<file path="src/dhct_pkg.sv">
// Constants for the dual half counter/timer pair: register map, control
// field layout, function and clock-source codes, divider ratios.
// Assumes nothing beyond a SystemVerilog compiler.
package dhct_pkg;
  // ==========================================================================
  // Register byte offsets.
  localparam logic [7:0]  DHCT_OFS_CMP_B    = 8'h18;
  localparam logic [7:0]  DHCT_OFS_CTRL     = 8'h1C;
  localparam logic [7:0]  DHCT_OFS_COUNT    = 8'h20;
  localparam logic [7:0]  DHCT_OFS_CMP_A    = 8'h24;
  localparam logic [31:0] DHCT_RST_CTRL     = 32'h0000_0000;
  localparam logic [31:0] DHCT_RST_CMP      = 32'h0000_0000;
  localparam logic [31:0] DHCT_CTRL_WMASK   = 32'h9FFF_1FFF;
  // ==========================================================================
  // Control field positions for half A; half B sits one stride higher.
  localparam int          DHCT_LINK_BIT     = 31;
  localparam int          DHCT_HALF_STRIDE  = 16;
  localparam int          DHCT_POL_BIT      = 12;
  localparam int          DHCT_CLR_BIT      = 11;
  localparam int          DHCT_PE_BIT       = 10;
  localparam int          DHCT_IE_BIT       = 9;
  localparam int          DHCT_FN_LSB       = 6;
  localparam int          DHCT_CK_LSB       = 1;
  localparam int          DHCT_EN_BIT       = 0;
  localparam int          DHCT_LIM1_LSB     = 16;
  // ==========================================================================
  // Function codes and counter states.
  typedef enum logic [2:0] {
    DHCT_FN_COUNT_ONCE  = 3'h0,
    DHCT_FN_PERIODIC    = 3'h1,
    DHCT_FN_PULSE_ONCE  = 3'h2,
    DHCT_FN_PULSE_TRAIN = 3'h3,
    DHCT_FN_FREE_RUN    = 3'h4
  } dhct_fn_e;
  typedef enum logic {
    DHCT_ST_RUN  = 1'b0,
    DHCT_ST_HALT = 1'b1
  } dhct_state_e;
  // ==========================================================================
  // Clock-source codes and divider exponents (divide by two to the power).
  localparam logic [4:0]  DHCT_CK_PIN       = 5'h00;
  localparam logic [4:0]  DHCT_CK_STREAM    = 5'h10;
  localparam int          DHCT_CK_CODES     = 17;
  localparam int          DHCT_FAST_D8      = 3;
  localparam int          DHCT_FAST_D128    = 7;
  localparam int          DHCT_FAST_D512    = 9;
  localparam int          DHCT_FAST_D2K     = 11;
  localparam int          DHCT_XT_D2        = 1;
  localparam int          DHCT_XT_D16       = 4;
  localparam int          DHCT_XT_D256      = 8;
  localparam int          DHCT_SLOW_D2      = 1;
  localparam int          DHCT_SLOW_D32     = 5;
  localparam int          DHCT_SLOW_D1K     = 10;
  localparam int          DHCT_SLOW_D16K    = 14;
endpackage : dhct_pkg

</file>
<file path="src/dhct_edge.sv">
// Rising-edge detector for a group of clock-source levels.
// Assumes the levels are synchronous to clk.
`timescale 1ns/10ps
module dhct_edge #(
  parameter int N = 8
) (
  input  wire logic         clk,
  input  wire logic         resetn,
  input  wire logic [N-1:0] level,
  output logic      [N-1:0] rise
);
  logic [N-1:0] level_d;

  // ==========================================================================
  // One registered pulse per low-to-high change of each level.
  always_ff @(posedge clk or negedge resetn) begin
    if (!resetn) begin
      level_d <= '0;
      rise    <= '0;
    end else begin
      level_d <= level;
      rise    <= level & ~level_d;
    end
  end
endmodule : dhct_edge

</file>
<file path="src/dhct_prescale.sv">
// Free-running power-of-two prescaler stepped by oscillator edge pulses.
// Assumes step is a one-cycle pulse synchronous to clk.
`timescale 1ns/10ps
module dhct_prescale #(
  parameter int W = 14
) (
  input  wire logic         clk,
  input  wire logic         resetn,
  input  wire logic         step,
  output logic      [W-1:0] count
);
  if (W < 1) begin : g_chk
    $error("dhct_prescale: W must be at least 1");
  end

  // ==========================================================================
  // Count oscillator edges; a divided tick is an edge with all low bits set.
  always_ff @(posedge clk or negedge resetn) begin
    if (!resetn) begin
      count <= '0;
    end else if (step) begin
      count <= count + W'(1);
    end
  end
endmodule : dhct_prescale

</file>
<file path="src/dhct_top.sv">
// Dual half counter/timer pair with an APB register slave.
// Assumes oscillator, pin and stream inputs are synchronous to clk and
// slower than half its rate; the APB master follows the usual protocol.
// Notes on behaviour
// - Link bit 31 zero gives two 16-bit halves, one gives one 32-bit counter.
// - Half B polarity bit 28 set inverts the timer output on its pin.
// - Half B clear bit 27 holds its count at zero; writing zero releases it.
// - Half B output enable 26 low parks its pin at the polarity level.
// - Half B raises interrupt events only while bit 25 is one.
// - Function 0: count to limit 0, toggle output, stop.
// - Function 1: count to limit 0, restart, one counter-clock output pulse.
// - Function 2: assert at limit 0, deassert at limit 1, then stop.
// - Function 3: assert at limit 0, deassert at limit 1, restart.
// - Function 4: free-running count ignoring the limits.
// - Clock code 0 is the pin, 1 fast RC, 2 to 5 it divided.
// - Codes 6 to 9 are the crystal and it divided by 2, 16, 256.
// - Codes 0xA to 0xD are slow RC divided by 2, 32, 1024, 16K.
// - Code 0xE is the 100 Hz tick, 0xF the bus clock.
// - Code 0x10 is converter stream A for half A, B for half B.
// - A half counts only while its enable bit is one; reset disables.
// - Half A has the same controls in the lower control halfword.
// - Compare words hold limit 1 high, limit 0 low, writable, reset zero.
// - The count register returns both halves, or 32 bits when linked.
//
// Added by the designer: register access over APB.
`timescale 1ns/10ps
module dhct_top
  import dhct_pkg::*;
#(
  parameter int ADDR_W = 8
) (
  input  wire logic              clk,
  input  wire logic              resetn,
  input  wire logic              psel,
  input  wire logic              penable,
  input  wire logic              pwrite,
  input  wire logic [ADDR_W-1:0] paddr,
  input  wire logic [31:0]       pwdata,
  output logic      [31:0]       prdata,
  output logic                   pready,
  output logic                   pslverr,
  input  wire logic              fast_rc_oscillator,
  input  wire logic              crystal_oscillator,
  input  wire logic              slow_rc_oscillator,
  input  wire logic              rtc_100hz,
  input  wire logic              converter_stream_a,
  input  wire logic              converter_stream_b,
  input  wire logic              timer_pin_a_in,
  output logic                   timer_pin_a_out,
  output logic                   timer_pin_a_oe_n,
  input  wire logic              timer_pin_b_in,
  output logic                   timer_pin_b_out,
  output logic                   timer_pin_b_oe_n,
  output logic                   half_a_irq_event,
  output logic                   half_b_irq_event
);
  if (ADDR_W < 6) begin : g_chk
    $error("dhct_top: ADDR_W must reach the highest register offset");
  end

  typedef enum logic [2:0] {
    DHCT_SEL_NONE  = 3'h0,
    DHCT_SEL_CMP_B = 3'h1,
    DHCT_SEL_CTRL  = 3'h2,
    DHCT_SEL_COUNT = 3'h3,
    DHCT_SEL_CMP_A = 3'h4
  } dhct_sel_e;

  // ==========================================================================
  // Register storage and shared state.
  logic [31:0]  timer1_control;
  logic [31:0]  cmp [2];
  logic [31:0]  cnt [2];
  logic [1:0]   tmr_out;
  logic [1:0]   pin_q;
  logic [1:0]   pin_oe_n_q;
  logic [1:0]   irq_q;
  logic         pair_link_select;
  logic [31:0]  count_view;
  logic [7:0]   edges;
  logic [10:0]  fast_cnt;
  logic [7:0]   xt_cnt;
  logic [13:0]  slow_cnt;
  logic [15:1]  shared_tick;
  dhct_sel_e    setup_sel;
  dhct_sel_e    access_sel;

  // ==========================================================================
  // Address decode, used at the setup phase and again at the access phase.
  // Offsets are sized to the address bus, so no reversed slice is needed.
  function automatic dhct_sel_e reg_sel(input logic [ADDR_W-1:0] a);
    if (a == ADDR_W'(DHCT_OFS_CMP_B)) begin
      reg_sel = DHCT_SEL_CMP_B;
    end else if (a == ADDR_W'(DHCT_OFS_CTRL)) begin
      reg_sel = DHCT_SEL_CTRL;
    end else if (a == ADDR_W'(DHCT_OFS_COUNT)) begin
      reg_sel = DHCT_SEL_COUNT;
    end else if (a == ADDR_W'(DHCT_OFS_CMP_A)) begin
      reg_sel = DHCT_SEL_CMP_A;
    end else begin
      reg_sel = DHCT_SEL_NONE;
    end
  endfunction : reg_sel

  // Picks the tick of the selected clock-source code; unused codes never tick.
  function automatic logic src_tick(input logic [4:0]               code,
                                    input logic [DHCT_CK_CODES-1:0] ticks);
    if (int'(code) < DHCT_CK_CODES) begin
      src_tick = ticks[code];
    end else begin
      src_tick = 1'b0;
    end
  endfunction : src_tick

  assign setup_sel        = reg_sel(paddr);
  assign access_sel       = reg_sel(paddr);
  assign pair_link_select = timer1_control[DHCT_LINK_BIT];

  // Readback shows each half, or the whole linked count.
  assign count_view = pair_link_select ? cnt[0]
                                       : {cnt[1][15:0], cnt[0][15:0]};

  // ==========================================================================
  // APB slave: answer is prepared in the setup cycle, so pready is high in
  // the first access cycle; writes land at the edge that samples pready.
  always_ff @(posedge clk or negedge resetn) begin
    if (!resetn) begin
      pready  <= 1'b0;
      prdata  <= 32'h0000_0000;
      pslverr <= 1'b0;
    end else if (psel && !penable) begin
      pready  <= 1'b1;
      pslverr <= (setup_sel == DHCT_SEL_NONE);
      if (pwrite) begin
        prdata <= 32'h0000_0000;
      end else begin
        case (setup_sel)
          DHCT_SEL_CMP_B: prdata <= cmp[1];
          DHCT_SEL_CTRL:  prdata <= timer1_control;
          DHCT_SEL_COUNT: prdata <= count_view;
          DHCT_SEL_CMP_A: prdata <= cmp[0];
          default:        prdata <= 32'h0000_0000;
        endcase
      end
    end else begin
      pready  <= 1'b0;
      pslverr <= 1'b0;
    end
  end

  // Control register; reserved bits stay zero.
  always_ff @(posedge clk or negedge resetn) begin
    if (!resetn) begin
      timer1_control <= DHCT_RST_CTRL;
    end else if (psel && penable && pready && pwrite
                 && access_sel == DHCT_SEL_CTRL) begin
      timer1_control <= pwdata & DHCT_CTRL_WMASK;
    end
  end

  // Compare limit registers, one per half.
  always_ff @(posedge clk or negedge resetn) begin
    if (!resetn) begin
      cmp[0] <= DHCT_RST_CMP;
      cmp[1] <= DHCT_RST_CMP;
    end else if (psel && penable && pready && pwrite) begin
      if (access_sel == DHCT_SEL_CMP_A) begin
        cmp[0] <= pwdata;
      end else if (access_sel == DHCT_SEL_CMP_B) begin
        cmp[1] <= pwdata;
      end
    end
  end

  // ==========================================================================
  // Clock sources: edges of every source level, then oscillator prescalers.
  dhct_edge #(
    .N      (8)
  ) u_edge (
    .clk    (clk),
    .resetn (resetn),
    .level  ({converter_stream_b, converter_stream_a, timer_pin_b_in,
              timer_pin_a_in, rtc_100hz, slow_rc_oscillator,
              crystal_oscillator, fast_rc_oscillator}),
    .rise   (edges)
  );

  dhct_prescale #(
    .W      (DHCT_FAST_D2K)
  ) u_fast_pre (
    .clk    (clk),
    .resetn (resetn),
    .step   (edges[0]),
    .count  (fast_cnt)
  );

  dhct_prescale #(
    .W      (DHCT_XT_D256)
  ) u_xt_pre (
    .clk    (clk),
    .resetn (resetn),
    .step   (edges[1]),
    .count  (xt_cnt)
  );

  dhct_prescale #(
    .W      (DHCT_SLOW_D16K)
  ) u_slow_pre (
    .clk    (clk),
    .resetn (resetn),
    .step   (edges[2]),
    .count  (slow_cnt)
  );

  // Ticks shared by both halves, indexed by clock-source code.
  assign shared_tick[1]  = edges[0];
  assign shared_tick[2]  = edges[0] & (&fast_cnt[DHCT_FAST_D8-1:0]);
  assign shared_tick[3]  = edges[0] & (&fast_cnt[DHCT_FAST_D128-1:0]);
  assign shared_tick[4]  = edges[0] & (&fast_cnt[DHCT_FAST_D512-1:0]);
  assign shared_tick[5]  = edges[0] & (&fast_cnt[DHCT_FAST_D2K-1:0]);
  assign shared_tick[6]  = edges[1];
  assign shared_tick[7]  = edges[1] & (&xt_cnt[DHCT_XT_D2-1:0]);
  assign shared_tick[8]  = edges[1] & (&xt_cnt[DHCT_XT_D16-1:0]);
  assign shared_tick[9]  = edges[1] & (&xt_cnt[DHCT_XT_D256-1:0]);
  assign shared_tick[10] = edges[2] & (&slow_cnt[DHCT_SLOW_D2-1:0]);
  assign shared_tick[11] = edges[2] & (&slow_cnt[DHCT_SLOW_D32-1:0]);
  assign shared_tick[12] = edges[2] & (&slow_cnt[DHCT_SLOW_D1K-1:0]);
  assign shared_tick[13] = edges[2] & (&slow_cnt[DHCT_SLOW_D16K-1:0]);
  assign shared_tick[14] = edges[3];
  assign shared_tick[15] = 1'b1;

  // ==========================================================================
  // The two halves. Half A widens to 32 bits when linked; half B then idles.
  for (genvar h = 0; h < 2; h++) begin : g_half
    localparam int B = h * DHCT_HALF_STRIDE;
    logic [31:0]  lim0;
    logic [31:0]  lim1;
    logic [31:0]  mask;
    logic [31:0]  next_cnt;
    logic [4:0]   ck_sel;
    logic         wide;
    logic         tick;
    logic         go;
    logic         hit0;
    logic         hit1;
    logic         clr;
    dhct_fn_e     fn;
    dhct_state_e  st;

    assign wide     = (h == 0) && pair_link_select;
    assign mask     = wide ? 32'hFFFF_FFFF : 32'h0000_FFFF;
    assign lim0     = wide ? {cmp[1][15:0], cmp[0][15:0]}
                           : {16'h0000, cmp[h][15:0]};
    assign lim1     = wide ? {cmp[1][31:16], cmp[0][31:16]}
                           : {16'h0000, cmp[h][31:16]};
    assign ck_sel   = timer1_control[B+DHCT_CK_LSB +: 5];
    assign fn       = dhct_fn_e'(timer1_control[B+DHCT_FN_LSB +: 3]);
    assign clr      = timer1_control[B+DHCT_CLR_BIT];
    // Code 0 is this half's pin and code 0x10 this half's stream.
    assign tick     = src_tick(ck_sel, {edges[6+h], shared_tick, edges[4+h]})
                      && !(h == 1 && pair_link_select);
    assign go       = tick && timer1_control[B+DHCT_EN_BIT]
                      && !clr && (st == DHCT_ST_RUN);
    assign hit0     = (cnt[h] == lim0);
    assign hit1     = (cnt[h] == lim1);
    assign next_cnt = (cnt[h] + 32'h0000_0001) & mask;

    // Count, output level and run state; clear wins over everything.
    always_ff @(posedge clk or negedge resetn) begin
      if (!resetn) begin
        cnt[h]     <= 32'h0000_0000;
        tmr_out[h] <= 1'b0;
        st         <= DHCT_ST_RUN;
      end else if (clr) begin
        cnt[h]     <= 32'h0000_0000;
        tmr_out[h] <= 1'b0;
        st         <= DHCT_ST_RUN;
      end else if (go) begin
        case (fn)
          DHCT_FN_COUNT_ONCE: begin
            if (hit0) begin
              tmr_out[h] <= ~tmr_out[h];
              st         <= DHCT_ST_HALT;
            end else begin
              cnt[h] <= next_cnt;
            end
          end
          DHCT_FN_PERIODIC: begin
            if (hit0) begin
              cnt[h]     <= 32'h0000_0000;
              tmr_out[h] <= 1'b1;
            end else begin
              cnt[h]     <= next_cnt;
              tmr_out[h] <= 1'b0;
            end
          end
          DHCT_FN_PULSE_ONCE, DHCT_FN_PULSE_TRAIN: begin
            if (hit0 && !tmr_out[h]) begin
              tmr_out[h] <= 1'b1;
              cnt[h]     <= next_cnt;
            end else if (hit1 && tmr_out[h]) begin
              tmr_out[h] <= 1'b0;
              if (fn == DHCT_FN_PULSE_ONCE) begin
                st <= DHCT_ST_HALT;
              end else begin
                cnt[h] <= 32'h0000_0000;
              end
            end else begin
              cnt[h] <= next_cnt;
            end
          end
          DHCT_FN_FREE_RUN: begin
            cnt[h] <= next_cnt;
          end
          default: begin
            cnt[h] <= cnt[h];
          end
        endcase
      end
    end

    // One-cycle interrupt event when limit 0 is reached.
    always_ff @(posedge clk or negedge resetn) begin
      if (!resetn) begin
        irq_q[h] <= 1'b0;
      end else begin
        irq_q[h] <= go && hit0 && timer1_control[B+DHCT_IE_BIT];
      end
    end

    // Pin drive: parked at polarity unless enabled; released as clock input.
    always_ff @(posedge clk or negedge resetn) begin
      if (!resetn) begin
        pin_q[h]      <= 1'b0;
        pin_oe_n_q[h] <= 1'b1;
      end else begin
        if (timer1_control[B+DHCT_PE_BIT]) begin
          pin_q[h] <= tmr_out[h] ^ timer1_control[B+DHCT_POL_BIT];
        end else begin
          pin_q[h] <= timer1_control[B+DHCT_POL_BIT];
        end
        pin_oe_n_q[h] <= (ck_sel == DHCT_CK_PIN);
      end
    end
  end

  // ==========================================================================
  // Port outputs, all straight from flip-flops.
  assign timer_pin_a_out  = pin_q[0];
  assign timer_pin_a_oe_n = pin_oe_n_q[0];
  assign timer_pin_b_out  = pin_q[1];
  assign timer_pin_b_oe_n = pin_oe_n_q[1];
  assign half_a_irq_event = irq_q[0];
  assign half_b_irq_event = irq_q[1];
endmodule : dhct_top
</file>
<file path="config.mk">
export PLATFORM = sky130hd
export DESIGN_NAME = dhct_top
export DESIGN_NICKNAME = d
export VERILOG_FILES = /design/src/dhct_pkg.sv /design/src/dhct_edge.sv /design/src/dhct_prescale.sv /design/src/dhct_top.sv
export SDC_FILE = /design/constraint.sdc
export NUM_CORES = 1
export LEC_CHECK = 0
export BUFFER_PORTS_ARGS = -buffer_cell sky130_fd_sc_hd__buf_2
export CAP_MARGIN = 20
export CORE_MARGIN = 3
export CORE_UTILIZATION = 40
export DETAILED_ROUTE_END_ITERATION = 10
export MAX_ROUTING_LAYER = met4
export PLACE_DENSITY = 0.61
export SLEW_MARGIN = 0
export SYNTH_ARGS = -nofsm -noshare
export SYNTH_HDL_FRONTEND = slang
export SYNTH_SLANG_ARGS = --single-unit
</file>
<file path="constraint.sdc">
create_clock -name clk -period 3.33 [get_ports clk]
set_clock_uncertainty 0.05 [all_clocks]
set_input_delay 0.333 -clock clk [delete_from_list [all_inputs] [get_ports clk]]
set_output_delay 0.333 -clock clk [all_outputs]
set_load 0.02 [all_outputs]
</file>
# After elaboration in Yosys (flattened, before gate mapping)
# Index checks and enable logic that the tools add are counted.
[word_totals] register_bits=248 in_bits=53 out_inout_bits=40 wordCells=209
[op_classes] add_sub_neg=5 magnitude_cmp=4 eq_ne=34 n_mux=64 bitwise_logic=21 reduce_logical=58
[op_table] op="$mux 32" count=18
[op_table] op="$pmux 32 s4" count=3
[op_table] op="$eq 32x16->1" count=2
[op_table] op="$eq 32x32->1" count=2
[op_table] op="$add 32x1->32 const B" count=1
[op_table] op="$and 32x32->32" count=1
[op_table] op="$mux 1" count=32
[op_table] op="$ne 3x3->1 const B" count=10
[op_table] op="$logic_and 1x1->1" count=20
[op_table] op="$reduce_and 4->1" count=5
[op_table] op="$eq 3x2->1 const B" count=6
[op_table] op="$add 16x1->16 const B" count=1
[op_table] op="$eq 8x5->1 const B" count=2
[op_table] op="$eq 8x6->1 const B" count=2
[op_table] op="$mux 16" count=1
[op_table] op="$add 14x1->14 const B" count=1
[op_table] op="$reduce_and 14->1" count=1
[op_table] op="$lt 5x6->1 const B" count=2
[op_table] op="$mux 3" count=4
[op_table] op="$reduce_and 6->1" count=2
[op_table] op="$add 11x1->11 const B" count=1
[op_table] op="$and 1x1->1" count=11
[op_table] op="$reduce_and 11->1" count=1
[op_table] op="$bmux 1 s5" count=2
[op_table] op="other kinds (27)" count=55

# Depth between registers and ports, before layout
[depth] depth_word=11 ltp_mapped=14 depth_no_buf=13

# Modules after synthesis
# Synthesis repeated with hierarchy kept, for this count alone.
[hier_totals] cells_unflattened=1226 area_unflattened_um2=12520.8
[by_module_without_submodules] mod="dhct_top" n_inst=1 cells_each=1087 area_per_inst_um2=10528.8 seq_area_each_um2=4581.9
[by_module_without_submodules] mod="dhct_prescale (u_slow_pre)" n_inst=1 cells_each=49 area_per_inst_um2=646.9 seq_area_each_um2=350.3
[by_module_without_submodules] mod="dhct_edge" n_inst=1 cells_each=24 area_per_inst_um2=510.5 seq_area_each_um2=400.4
[by_module_without_submodules] mod="dhct_prescale (u_fast_pre)" n_inst=1 cells_each=40 area_per_inst_um2=496.7 seq_area_each_um2=275.3
[by_module_without_submodules] mod="dhct_prescale (u_xt_pre)" n_inst=1 cells_each=26 area_per_inst_um2=337.8 seq_area_each_um2=200.2

# Worst setup path before layout
# Ideal clock, no wire load.
[synth_path] path_type="reg2reg" start="reg cnt[41] in the netlist's numbering" end="reg cnt[40] in the netlist's numbering" setup_ns=0.133 arrival_time_ns=2.583 required_ns=3.147 slack_ns=0.564 path_stages_with_launch=12 path_buffers=3 period_less_slack_ns=2.766 cell_sequence="dfrtp_1 -> clkbuf_1 -> xor2_1 -> a2111oi_2 -> nand4_1 -> or4_4 -> or4_4 -> nand2_2 -> or2_1 -> buf_4 -> buf_6 -> o31ai_1"
[synth_via] elab_chain_cells=7 elab_cells_between_ends=13 cone_classes="4 x eq/ne; 6 x mux; 3 x reduce/logical"
[synth_lines] element="start: declaration" line_no="dhct_top.sv:73" text="logic [31:0] cnt [2];"
[synth_lines] element="start signal: indexed assignment" line_no="dhct_top.sv:285" text="cnt[h] <= next_cnt;"
[synth_lines] element="start signal: indexed assignment" line_no="dhct_top.sv:293" text="cnt[h] <= next_cnt;"
[synth_lines] element="start signal: indexed assignment" line_no="dhct_top.sv:300" text="cnt[h] <= next_cnt;"
[synth_lines] element="$eq 32x32->1" line_no="dhct_top.sv:265" text="assign hit1 = (cnt[h] == lim1);"
[synth_lines] element="$logic_and 1x1->1" line_no="dhct_top.sv:301" text="end else if (hit1 && tmr_out[h]) begin"
[synth_lines] element="$mux 32" line_no="dhct_top.sv:301"
[synth_lines] element="$mux 32" line_no="dhct_top.sv:298" text="if (hit0 && !tmr_out[h]) begin"
[synth_lines] element="$pmux 32 s4" line_no="dhct_top.sv:279" text="case (fn)"
[synth_lines] element="$mux 32" line_no="dhct_top.sv:278" text="end else if (go) begin"
[synth_lines] element="$mux 32" line_no="dhct_top.sv:274" text="end else if (clr) begin"
# Parallel ways exist; a longest one is shown, timed or not. The select of a mux whose other input is x is not followed.
# A chain may end at the register's enable or synchronous reset.

# Worst setup path after layout
[layout_path] start="reg cnt[60] in the netlist's numbering" end="reg cnt[46] in the netlist's numbering"
# The elaborated chain is that of the path after synthesis.

==> impl_metrics.json <==
{
  "avgViaCountPerCell": 5.95,
  "dr.max_layer_used": "met4",
  "async_flop_share": 1.00,
  "num_vias": 10500,
  "grt.total_usage": 0.240,
  "r2r-start": "cnt[60]",
  "gp_congestion": 0.968,
  "synthFlopType": "dfrtp_1",
  "multi_input_area_sq_um": 6250,
  "die_area_sq_um": 33500,
  "fin_util": 0.480,
  "wl_met2_microns": 17500,
  "antenna_cells": 0,
  "irDropWorstVdd_mv": 0.349,
  "die_y_microns": 183,
  "synthesis.nets": 1298,
  "grt_pass1_vias": 10300,
  "setup_violations": 0,
  "grt_max_degree": 86,
  "powerDensity_nw_per_um2": 428,
  "synth.area.top_cells": "dfrtp_1 46%, mux2_2 9.8%, xor2_1 4.0%",
  "overflow": 0,
  "initial_core_util": 0.408,
  "tns_ns": 0,
  "hold_start": "pwdata[1]",
  "power.leakage_uw": 0.00683,
  "syn_area_per_cell_sq_um": 10.1,
  "yosysWarningCount": 0,
  "synth_edf_count": 0,
  "fin_crit_sh": 0.935,
  "clk_latency_ns": 0.56,
  "fp.dieW_microns": 183,
  "cp_max_fo": 12,
  "crit_path_top_delay_cell": "dfrtp_1",
  "routed_wl_microns": 39300,
  "rows": 64,
  "synth-seq-cells": 232,
  "htree_levels": 1,
  "cts-buffers-inserted": 26,
  "slew_violations": 0,
  "whs_endpoint": "cmp[1]",
  "synth_area_sq_um": 12600,
  "relSlewSlack": 0.562,
  "finalCriticalPeriod_ns": 3.11,
  "place_hpwl_microns": 28200,
  "wl_met3_microns": 2870,
  "path_class": "flop to flop",
  "hold_viol": 0,
  "path_cells": "inv_1 > a222oi_1 > nor2_1 > or4_4 > or4_4 > nand2_2 > buf_4 > nor2_1 > o21ai_0 > o31ai_1",
  "antenna_found_initial": 0,
  "synth_cells": 1237,
  "drt_drc_violations_left": 0,
  "cts.sinks": 232,
  "cp.arrival_ns": 3.49,
  "r2r-end": "cnt[46]",
  "rsz0062_at_grt": "no",
  "filler_cell_count": 2909,
  "worstHoldPathType": "input pin to flop",
  "cts.path.max_buffers": 3,
  "cts_root_buf": "clkbuf_16",
  "tritoncts": "yes",
  "wl_met1_microns": 17400,
  "cp-start-kind": "flop",
  "synth_commonest_cells": "230 x dfrtp_1, 109 x mux2_2, 87 x nand2_1",
  "rr_worst_depth": 10,
  "drtIter0Drc": 1018,
  "drt_pass1_iterations": 6,
  "synthToLayoutAreaGrowth_pct": 17.7,
  "slowest_delay_ns": 0.62,
  "regArea_sq_um": 5810,
  "path_clk_slew_ns": 0.06,
  "post_route_cells_drive_above_1_share": 0.236,
  "hold_depth": 3,
  "synth_top_area_frac": 0.458,
  "cts_setup_buffers": 0,
  "r2r_slack_ns": 0.22,
  "synth.distinct_cells": 82,
  "ant_nets": 0,
  "synth_most_common_cell": "dfrtp_1",
  "grt_pass1_wl_microns": 61200,
  "wire_per_inst_microns": 22.3,
  "portBuffers": 92,
  "critical_path.endpoint_type": "flop",
  "ios": 93,
  "fmax_mhz": 321,
  "core_sq_um": 30700,
  "seq_area_frac_synth": 0.463,
  "max_cap_viol_count": 0,
  "required_ns": 3.71,
  "tightestPinTransition_ns": 0.658,
  "outcome": "complete, no violations",
  "yosys.area.top_type": "dfrtp_1",
  "final_net_count": 1408
}
[layout make-up]
cell class              instances  share of cell area
clock inverters                 6             0.00390
flip-flops and latches        232               0.393
repair buffers                183              0.0881
multi-input cells             878               0.423
clock buffers                  39              0.0514
well taps                     396              0.0335
inverters                      26             0.00661
[worst max-delay path by stage]
stage	start	endpoint	slack [ns]	cells after the start
3_3_place_gp	u_fast_pre.count[0]	cnt[63]	0.26	10
2_1_floorplan	cnt[41]	cnt[40]	0.56	11
4_1_cts	u_fast_pre.count[0]	cnt[63]	0.16	10
3_5_place_dp	u_fast_pre.count[0]	cnt[63]	0.16	10
6_report	cnt[60]	cnt[46]	0.22	10
5_1_grt	u_fast_pre.count[0]	cnt[63]	0.0007	13
[stage by stage]
| stage | area [sq um] | setup WS (ns) | instances | hold slack (ns) | total power [uW] |
|---|---|---|---|---|---|
| floorplan | 12600 | 0.564 | 1237 | -0.0126 | 3360 |
| global placement | 13600 | 0.260 | 1686 | 0.333 | 3560 |
| detailed placement | 13600 | 0.159 | 1686 | 0.332 | 3570 |
| CTS | 14800 | 0.157 | 1760 | 0.000633 | 6370 |
| global route | 14800 | 0.000732 | 1760 | 0.0139 | 6570 |
| finish | 14800 | 0.215 | 1760 | 0.0102 | 6320 |
[kinds of logic after synthesis]
| family | Yosys count | synth area share |
|---|---|---|
| buffers and inverters | 127 | 0.0425 |
| multiplexers | 110 | 0.0986 |
| adder cells (fa/ha/maj) | 8 | 0.00797 |
| flip-flops | 232 | 0.463 |
| AO/OA/AOI/OAI | 277 | 0.156 |
| XOR/XNOR | 106 | 0.0740 |
| AND/OR/NAND/NOR | 377 | 0.159 |
[cells in the final DEF, fill, tap and decap left out, types with 9 or more instances in the layout]
cell           instances
mux2_2               109
nand2b_1              13
xnor2_1               49
o31ai_1               34
a22o_1                12
o21ai_1               21
nand3b_1              10
dlygate4sd3_1         29
nor4_1                16
nor3_1                18
clkbuf_16             26
a31oi_1               16
nand2_1               87
dfrtp_1              230
a21oi_1               28
or3_1                  9
nand4_1               22
nor2b_1               15
inv_1                 25
and3_1                23
o21ai_0               52
nand3_1               43
buf_2                 91
xor2_1                57
buf_4                 56
a221oi_1              42
nor2_1                73
[sequential cells by signal, summed over array words and instances (netlist names)]
name	flops
half_b_irq_event	1
timer_pin_b_oe_n	1
timer_pin_b_out	1
pready	1
cnt	48
prdata	32
u_edge.rise	8
g_half.st	2
u_slow_pre.count	14
cmp	64
u_fast_pre.count	11
timer1_control	27
pslverr	1
u_xt_pre.count	8
tmr_out	2
timer_pin_a_oe_n	1
timer_pin_a_out	1
half_a_irq_event	1
u_edge.level_d	8
[what timing repair did]
item                       in CTS  in global routing
hold buffers                   29                  0
setup endpoints to repair       0                  6
hold endpoints to repair      144                  0
gates resized for setup         0                  3
[power by group]
part           internal (uW)  switching, uW
registers               2940            146
clock network           1570           1200
logic                    219            238
[layer usage]
layer  up-vias  GRT usage
met3        91     0.0379
met5         -          -
li1       4759          -
met2       425      0.359
met4         0     0.0887
met1      5198      0.333
[critical path: cells and delay by family (launching register included)]
family | cells | cell delay (ns)
compound gates | 3 | 0.58
buf+inv | 2 | 0.36
flops | 1 | 0.62
simple gates | 5 | 1.38
No activity file was read; power rests on OpenSTA's default activity.
